[src/dbmh_map.svh]
/*
  Timing and address constants for the DMA bus mastership block.
  Assumes a 20 MHz local clock; every delay count is derived from a time in ns.
*/
//------------------------------------------------------------
// Contract
// - Hold bus request until mastership is taken.
// - Pass grant onward unless this block requests.
// - Requesting block blocks grant, asserts acknowledge.
// - Wait sync and reply idle, acknowledge, drop request.
// - First sync at least 250 ns after grant.
// - Keep acknowledge for the whole transfer phase.
// - At most four words per tenure.
// - Release after last reply negates, drop acknowledge, sync.
// - Acknowledge may lead sync by 300 ns at most; here the first sync comes 500 ns after acknowledge.
// - Wait 4 us before requesting, unless work pending; here only a command new since release cuts it short.
// - Read: address, sync, remove address, read strobe.
// - Assert I/O page select for top 4K words.
// - Write half: data, byte flag, write strobe, then release.
//------------------------------------------------------------
`ifndef DBMH_MAP_SVH
`define DBMH_MAP_SVH
`define DBMH_CLK_NS 50
`define DBMH_CYC(ns) (((ns) + `DBMH_CLK_NS - 1) / `DBMH_CLK_NS)
`define DBMH_SETTLE_NS 250
`define DBMH_ADDR_SETUP_NS 75
`define DBMH_ADDR_HOLD_NS 25
`define DBMH_DIN_DELAY_NS 100
`define DBMH_DESKEW_NS 200
`define DBMH_DOUT_HOLD_NS 150
`define DBMH_SYNC_TAIL_NS 200
`define DBMH_GAP_NS 300
`define DBMH_HOLDOFF_NS 4000
`define DBMH_MAX_WORDS 3'h4
`define DBMH_IO_PAGE_BASE 18'h3E000
`define DBMH_FIFO_DEPTH 2'h2
`endif

[src/dbmh_pkg.sv]
/*
  Types shared by the DMA bus mastership block.
  Assumes dbmh_map.svh supplies the numeric constants.
*/
package dbmh_pkg;
  // Bus cycle kinds that a command may ask for.
  typedef enum logic [1:0] {DBMH_READ, DBMH_WRITE, DBMH_RMW} dbmh_op_type;
  // Sequencer states.
  typedef enum logic [4:0] {S_IDLE, S_REQ, S_WBUS, S_SETTLE, S_TAKE, S_ADDR, S_SYNC, S_PRE, S_DIN,
    S_DINOFF, S_DATA, S_DOUT, S_DOUTOFF, S_ENDC, S_GAP, S_REL, S_HOLD} dbmh_state_type;
endpackage : dbmh_pkg

[src/dbmh_master.sv]
/*
  DMA bus master: acquires the backplane bus over the grant daisy chain, runs up to four
  read, write or read-modify-write cycles, releases the bus and backs off.
  Assumes bus pins are active-high levels here (pad inversion outside), and that the
  command source holds cmd_valid and its fields until cmd_ready.
*/
`timescale 1ns/100ps
`include "dbmh_map.svh"
module dbmh_master
  import dbmh_pkg::*;
(
  input wire logic mclk,
  input wire logic rst,
  input wire logic cmd_valid,
  output logic cmd_ready,
  input wire dbmh_op_type cmd_op,
  input wire logic cmd_byte,
  input wire logic [17:0] cmd_addr,
  input wire logic [15:0] cmd_wdata,
  output logic rd_valid,
  input wire logic rd_ready,
  output logic [15:0] rd_data,
  output logic dma_bus_request,
  input wire logic grant_chain_in,
  output logic grant_chain_out,
  output logic mastership_acknowledge,
  input wire logic cycle_sync_in,
  output logic cycle_sync_strobe,
  input wire logic slave_reply,
  output logic read_strobe,
  output logic write_strobe,
  output logic io_page_select,
  output logic write_byte_flag,
  input wire logic [15:0] mad_in,
  output logic [15:0] mad_out,
  output logic mad_oe
);
  //------------------------------------------------------------
  // Input synchronisers
  //------------------------------------------------------------
  logic [2:0] sync1; // First stage, read only by sync2.
  logic [2:0] sync2; // Grant, sync and reply on the local clock.
  wire g_s = sync2[2];
  wire sy_s = sync2[1];
  wire rp_s = sync2[0];
  // Two flops each for grant, sync and reply; the bus has no shared clock.
  always_ff @(posedge mclk or posedge rst) begin
    if (rst) begin
      sync1 <= 3'h0;
      sync2 <= 3'h0;
    end else begin
      sync1 <= {grant_chain_in, cycle_sync_in, slave_reply};
      sync2 <= sync1;
    end
  end
  //------------------------------------------------------------
  // Read data buffer
  //------------------------------------------------------------
  logic [15:0] mem [0:1]; // Two entries so a stalled reader loses nothing.
  logic wp; // Write index.
  logic rp; // Read index.
  logic [1:0] cnt; // Occupancy.
  logic push; // Captured read word, a one-cycle strobe.
  wire room = cnt != `DBMH_FIFO_DEPTH;
  wire pop = rd_valid && rd_ready;
  wire [1:0] next_cnt = cnt + {1'b0, push} - {1'b0, pop};
  // Reads are only started with room, so push never meets a full buffer.
  always_ff @(posedge mclk or posedge rst) begin
    if (rst) begin
      wp <= 1'b0;
      rp <= 1'b0;
      cnt <= 2'h0;
    end else begin
      wp <= wp ^ push;
      rp <= rp ^ pop;
      cnt <= next_cnt;
    end
  end
  // Storage has no reset; it is never read while empty.
  always_ff @(posedge mclk) begin
    if (push) begin
      mem[wp] <= mad_in;
    end
  end
  // Output side is registered from the next occupancy and index.
  always_ff @(posedge mclk or posedge rst) begin
    if (rst) begin
      rd_valid <= 1'b0;
      rd_data <= 16'h0000;
    end else begin
      rd_valid <= next_cnt != 2'h0;
      rd_data <= (cnt == 2'h0 || (pop && cnt == 2'h1)) ? mad_in : mem[rp ^ pop];
    end
  end
  //------------------------------------------------------------
  // Sequencer
  //------------------------------------------------------------
  dbmh_state_type state; // Present state.
  dbmh_state_type next_state; // Following state.
  logic [6:0] timer; // Down counter for every minimum delay.
  logic [6:0] next_timer;
  logic [2:0] words; // Words moved this tenure.
  dbmh_op_type op; // Latched command.
  logic byte_w;
  logic [17:0] addr;
  logic [15:0] wdata;
  logic seen; // Command was already waiting at release.
  wire t0 = timer == 7'h00;
  wire can_go = cmd_valid && (room || cmd_op == DBMH_WRITE);
  wire more = words < `DBMH_MAX_WORDS && can_go;
  // Next state; every timed wait counts local clock cycles.
  always_comb begin
    next_state = state;
    next_timer = t0 ? timer : timer - 7'h01;
    push = 1'b0;
    unique case (state)
      S_IDLE: if (can_go) next_state = S_REQ;
      S_REQ: if (g_s) next_state = S_WBUS; // Request held through grant until acknowledge.
      S_WBUS: begin
        if (!sy_s && !rp_s) begin // Bus idle before acknowledge.
          next_state = S_SETTLE;
          next_timer = 7'(`DBMH_CYC(`DBMH_SETTLE_NS));
        end
      end
      S_SETTLE: if (t0) next_state = S_TAKE;
      S_TAKE: begin
        next_state = S_ADDR;
        next_timer = 7'(`DBMH_CYC(`DBMH_ADDR_SETUP_NS));
      end
      S_ADDR: begin
        if (t0) begin
          next_state = S_SYNC;
          next_timer = 7'(`DBMH_CYC(`DBMH_ADDR_HOLD_NS));
        end
      end
      S_SYNC: begin
        if (t0) begin
          next_state = (op == DBMH_WRITE) ? S_DATA : S_PRE; // Address removed.
          next_timer = 7'(`DBMH_CYC(`DBMH_DIN_DELAY_NS));
        end
      end
      S_PRE: begin
        if (t0) begin
          next_state = S_DIN;
          next_timer = 7'(`DBMH_CYC(`DBMH_DESKEW_NS));
        end
      end
      S_DIN: begin
        if (!rp_s) begin
          next_timer = timer; // Deskew counts only once the reply is seen.
        end else if (t0) begin
          push = 1'b1; // Take the data, then drop the read strobe.
          next_state = S_DINOFF;
        end
      end
      S_DINOFF: begin
        if (!rp_s) begin
          next_state = (op == DBMH_RMW) ? S_DATA : S_ENDC;
          next_timer = 7'(`DBMH_CYC(`DBMH_DESKEW_NS));
        end
      end
      S_DATA: begin
        if (t0) begin
          next_state = S_DOUT;
          next_timer = 7'(`DBMH_CYC(`DBMH_DOUT_HOLD_NS));
        end
      end
      S_DOUT: begin
        if (!rp_s) begin
          next_timer = timer;
        end else if (t0) begin
          next_state = S_DOUTOFF;
          next_timer = 7'(`DBMH_CYC(`DBMH_SYNC_TAIL_NS));
        end
      end
      S_DOUTOFF: if (t0 && !rp_s) next_state = S_ENDC;
      S_ENDC: begin
        next_state = S_GAP;
        next_timer = 7'(`DBMH_CYC(`DBMH_GAP_NS));
      end
      S_GAP: if (t0) next_state = more ? S_TAKE : S_REL;
      S_REL: begin
        next_state = S_HOLD;
        next_timer = 7'(`DBMH_CYC(`DBMH_HOLDOFF_NS));
      end
      S_HOLD: if (t0 || (can_go && !seen)) next_state = S_IDLE;
    endcase
  end
  // Decoded output levels for the coming state.
  wire n_ack = next_state inside {[S_SETTLE:S_GAP]}; // Whole transfer phase.
  wire n_sync = next_state inside {[S_SYNC:S_DOUTOFF]};
  wire n_drive_a = next_state inside {S_ADDR, S_SYNC};
  wire n_drive_d = next_state inside {S_DATA, S_DOUT, S_DOUTOFF};
  wire n_want = next_state inside {[S_REQ:S_REL]};
  wire next_io = addr >= `DBMH_IO_PAGE_BASE;
  // Latch the command and tenure bookkeeping.
  always_ff @(posedge mclk or posedge rst) begin
    if (rst) begin
      state <= S_IDLE;
      timer <= 7'h00;
      words <= 3'h0;
      op <= DBMH_READ;
      byte_w <= 1'b0;
      addr <= 18'h00000;
      wdata <= 16'h0000;
      seen <= 1'b0;
    end else begin
      state <= next_state;
      timer <= next_timer;
      seen <= (state == S_REL) ? cmd_valid : seen;
      words <= (state == S_REL) ? 3'h0 : words + {2'h0, state == S_ENDC};
      if (state == S_TAKE) begin
        op <= cmd_op;
        byte_w <= cmd_byte;
        addr <= cmd_addr;
        wdata <= cmd_wdata;
      end
    end
  end
  // Every pin output is a flop driven from the coming state.
  always_ff @(posedge mclk or posedge rst) begin
    if (rst) begin
      cmd_ready <= 1'b0;
      dma_bus_request <= 1'b0;
      grant_chain_out <= 1'b0;
      mastership_acknowledge <= 1'b0;
      cycle_sync_strobe <= 1'b0;
      read_strobe <= 1'b0;
      write_strobe <= 1'b0;
      io_page_select <= 1'b0;
      write_byte_flag <= 1'b0;
      mad_out <= 16'h0000;
      mad_oe <= 1'b0;
    end else begin
      cmd_ready <= next_state == S_TAKE;
      dma_bus_request <= next_state inside {S_REQ, S_WBUS}; // Dropped with acknowledge.
      grant_chain_out <= g_s && !n_want; // Pass or block the grant.
      mastership_acknowledge <= n_ack; // Falls with or after sync.
      cycle_sync_strobe <= n_sync;
      read_strobe <= next_state == S_DIN;
      write_strobe <= next_state == S_DOUT;
      io_page_select <= n_drive_a && next_io;
      write_byte_flag <= (n_drive_a && op == DBMH_WRITE) || (n_drive_d && byte_w);
      mad_out <= n_drive_a ? addr[15:0] : wdata;
      mad_oe <= n_drive_a || n_drive_d;
    end
  end
  //------------------------------------------------------------
  // Checks
  //------------------------------------------------------------
  logic [3:0] since_ack; // Cycles since acknowledge rose, saturating.
  always_ff @(posedge mclk or posedge rst) begin
    if (rst) since_ack <= 4'h0;
    else since_ack <= !mastership_acknowledge ? 4'h0 : (since_ack == 4'hF ? since_ack : since_ack + 4'h1);
  end
  property p_req_hold;
    @(posedge mclk) disable iff (rst) $fell(dma_bus_request) |-> mastership_acknowledge;
  endproperty
  a_req_hold: assert property (p_req_hold) else $error("request dropped without mastership");
  property p_grant_pass;
    @(posedge mclk) disable iff (rst) grant_chain_out |-> $past(g_s) && !mastership_acknowledge;
  endproperty
  a_grant_pass: assert property (p_grant_pass) else $error("grant passed wrongly");
  property p_grant_block;
    @(posedge mclk) disable iff (rst) (dma_bus_request && g_s) |=> !grant_chain_out;
  endproperty
  a_grant_block: assert property (p_grant_block) else $error("grant not blocked");
  property p_ack_idle;
    @(posedge mclk) disable iff (rst) $rose(mastership_acknowledge) |-> !$past(sy_s) && !$past(rp_s);
  endproperty
  a_ack_idle: assert property (p_ack_idle) else $error("acknowledge on a busy bus");
  property p_settle;
    @(posedge mclk) disable iff (rst) $rose(cycle_sync_strobe) |-> since_ack >= 4'(`DBMH_CYC(`DBMH_SETTLE_NS));
  endproperty
  a_settle: assert property (p_settle) else $error("sync too soon after grant");
  property p_ack_cover;
    @(posedge mclk) disable iff (rst) (cycle_sync_strobe || read_strobe || write_strobe) |-> mastership_acknowledge;
  endproperty
  a_ack_cover: assert property (p_ack_cover) else $error("transfer without mastership");
  property p_words;
    @(posedge mclk) disable iff (rst) words <= `DBMH_MAX_WORDS;
  endproperty
  a_words: assert property (p_words) else $error("too many words in one tenure");
  property p_release;
    @(posedge mclk) disable iff (rst) $fell(mastership_acknowledge) |-> !cycle_sync_strobe && !$past(rp_s);
  endproperty
  a_release: assert property (p_release) else $error("early release");
  property p_read;
    @(posedge mclk) disable iff (rst) $rose(read_strobe) |-> cycle_sync_strobe && !mad_oe;
  endproperty
  a_read: assert property (p_read) else $error("read strobe with address on bus");
  property p_write_end;
    @(posedge mclk) disable iff (rst) $fell(write_strobe) |-> cycle_sync_strobe [*4];
  endproperty
  a_write_end: assert property (p_write_end) else $error("sync dropped too soon after write");
  c_read: cover property (@(posedge mclk) disable iff (rst) $fell(read_strobe));
  c_write: cover property (@(posedge mclk) disable iff (rst) $fell(write_strobe) && !$past(read_strobe, 20));
  c_four: cover property (@(posedge mclk) disable iff (rst) words == `DBMH_MAX_WORDS);
endmodule : dbmh_master

[config.mk]
export PLATFORM = sky130hd
export DESIGN_NAME = dbmh_master
export DESIGN_NICKNAME = d
export VERILOG_FILES = /design/src/dbmh_pkg.sv /design/src/dbmh_master.sv
export VERILOG_INCLUDE_DIRS = /design/src
export SDC_FILE = /design/constraint.sdc
export NUM_CORES = 1
export LEC_CHECK = 0
export BUFFER_PORTS_ARGS = -buffer_cell sky130_fd_sc_hd__buf_2
export CORE_ASPECT_RATIO = 0.7
export CORE_MARGIN = 1.5
export CORE_UTILIZATION = 45
export DETAILED_ROUTE_END_ITERATION = 6
export PLACE_DENSITY_LB_ADDON = 0.12
export SYNTH_ARGS = -nofsm -noshare
export SYNTH_HDL_FRONTEND = slang
export SYNTH_SLANG_ARGS = --single-unit
[constraint.sdc]
create_clock -name mclk -period 3.8 [get_ports mclk]
set_input_delay 0.76 -clock mclk [delete_from_list [all_inputs] [get_ports mclk]]
set_output_delay 0.76 -clock mclk [all_outputs]
set_load 0.02 [all_outputs]
==> results.md <==
* Status: completed
* Main synth FF type: dfrtp_1
* Max-Cap Viols at 0
* Drt total wl at 12.5 mm
* Crit path max-delay cell type: nor4_1
* Min-delay worst type: reg -> reg
* CP endpoint kind: register
* Commonest cells post-synth: dfrtp_1 (106), mux2_2 (46), nand2_1 (38)
* Cell taking the most area after synthesis: dfrtp_1
* Layout cells sized above 1 at 39.1%
* CP arrival at 3840 ps
* CTS tree: built
* Die width at 143 µm
* EDFF count, synth at 32
* Post-CTS Resized at 0
* Final setup fails at 0
* Crit Path Class: reg -> reg
* Global-route wire length before repair at 20.8 mm
* Crit path buf inv count at 0
* Pwr dens at 890 mW/mm²
* Port-buffer cells at 102
* Worst Tran Pin Value at 1030 ps
* Drt first pass iters at 4
* Top-count cell post-synth: dfrtp_1
* Synth unique cells at 71
* Async set-reset flop share out of synthesis at 76.8%
* Overflow after GRT at 0
* Vias post-DR at 4157
* Leak at 3.37 nW
* Clock Latency Late Sink at 420 ps
* Min Tclk post-route at 3550 ps
* Synthesized instance count at 479
* Critical path cell sequence: nor4_1, nor2b_1, a221oi_1, o21ai_2, o32ai_4, nand2b_4, and3_4, mux2_2
* Top post-synthesis cells by area: dfrtp_1 (43%), edfxtp_1 (16%), mux2_2 (8.4%)
* RSZ-0062 raised after global routing: false
* FF/Latch Area at 0.00361 mm²
* Yosys reg bits at 138
* Clock buffer depth at 2
* Die Height at 101 µm
* Yosys top cell area share at 42.9%
* Cell Area, Synth at 0.00618 mm²
* Fin crit share at 93.5%
* Number of global-route vias before repair at 4118
* Area Growth Syn to Fin at 20.9%
* DRT iter0 DRCs at 237
* Rel. slew slack at 31.0%
* Pwr Total at 6.65 mW
* Yosys warns at 0
* Critical Path RT at 4090 ps
* Ant. Diodes at 0
* Hold_buf cts at 0
* Die area at 0.0145 mm²
* Post-CTS Setup Bufs at 0
* Average wire per standard cell at 15.9 µm
* # fillers at 1114
* CP max FO at 17
* Fin Setup TNS at 0 ps
* Initial antenna violation count at 0
* Sequential area share after synthesis at 58.5%
* Slew Limit Fails at 0
* GRT Util Overall at 19.0%
* Routed Antenna Nets at 0
* Clk_skew at 13.5 ps
* Root buf cell: clkbuf_16
* Placer Congestion at 0.873
* Nets at 660
* Synth Area per Inst at 12.9 µm²
* Vias per inst at 5.27
* TritonCTS Buffers at 17
* DRC at 0
* CP Launch Type: register
* I/O pin count at 103
* Core area at 0.0133 mm²
* Endpoints failing hold at 0
* Total nets after synthesis at 548
* Clock Sinks at 138
* Largest net degree at the start of global routing at 64
* Area of the multi-input gates at 0.00231 mm²
* Initial core utilization at 46.6%
* Clock slew at reported path FFs at 70 ps
* Max H-tree Level at 4
* Delay-heaviest family, CP: simple AND/OR/NAND/NOR gates
* HPWL after DPL at 8.58 mm
* Fmax at 281 MHz
* Rows at 35
* Critical path's largest stage delay at 920 ps
* Worst vdd ir at 0.366 mV
[registers in the layout (all words and copies together) (netlist names), 2 cells and up]
register,flops
op,2
sync1,3
rd_data,16
mad_out,16
cnt,2
wdata,16
mem,32
sync2,3
state,5
timer,7
words,3
addr,18
[per-stage QoR]
stage               util, %  setup slack (ps)  instances  hold slack (ps)  area (µm²)
floorplan                 -               251        479              331        6180
global placement       51.7               406        757              335        6870
detailed placement     51.7               323        757              340        6870
CTS                    56.3               297        789              349        7470
global route           56.3              30.2        789              363        7470
finish                 56.3               248        789              348        7470
[cells by family (layout without fill, tap and decap cells)]
family	after synthesis	count (layout)	share of synthesized area (%)
flip-flops	138	138	58.5
buffers and inverters	43	168	4.31
XOR/XNOR	6	6	0.850
AO/OA/AOI/OAI	94	94	10.8
multiplexers	74	74	13.6
adder cells (fa/ha/maj)	10	10	1.98
AND/OR/NAND/NOR	114	114	9.98
[power breakdown]
group / internal [mW] / switching (mW) / total [mW]
Sequential: 2.04 / 0.249 / 2.28
Clock: 0.995 / 0.692 / 1.69
Combinational: 1.19 / 1.49 / 2.68
Total: 4.22 / 2.43 / 6.65
[path summary, 6_finish.rpt]
path	from	to	slack, ps	depth (start not counted)
worst max-delay path	state[1]	mad_out[3]	250	8
worst min-delay path	sync1[0]	sync2[0]	350	0
worst max register to register	state[1]	mad_out[3]	250	8
worst min register to register	sync1[0]	sync2[0]	350	0
max in group asynchronous	rst	state[4]	2580	3
min in group asynchronous	rst	rd_data[12]	500	2
[metal layers]
layer / routed length [µm] / global-route usage [%] / part of all wire, %
met4: 154 / 7.53 / 1.2
met3: 923 / 6.65 / 7.4
met1: 5810 / 26.7 / 46
met5: 0 / 0 / 0
met2: 5640 / 26.9 / 45
[layout make-up]
type / count / share of cell area, %
Sequential cell: 138 / 48.4
Multi-Input combinational cell: 298 / 30.9
Timing Repair Buffer: 116 / 8.40
Clock buffer: 17 / 5.69
Tap cell: 185 / 3.10
Clock inverter: 15 / 2.44
Inverter: 20 / 1.07
[layout by cell type (no fill, tap or decap), drive strengths merged, types with 3 or more instances in the layout]
master / instances
a21oi: 15
a211o: 3
dfrtp: 106
nand3: 4
nor2b: 9
nor3: 14
or2b: 4
xnor2: 4
clkinv: 4
mux2i: 19
buf: 116
or2: 3
o21ai: 37
nand2: 39
clkbuf: 17
mux2: 55
a22o: 4
o311ai: 3
a21o: 3
and3: 3
and2b: 4
nor4: 3
inv: 28
ha: 9
nor2: 22
edfxtp: 32
(Power assumes the default switching activity.)
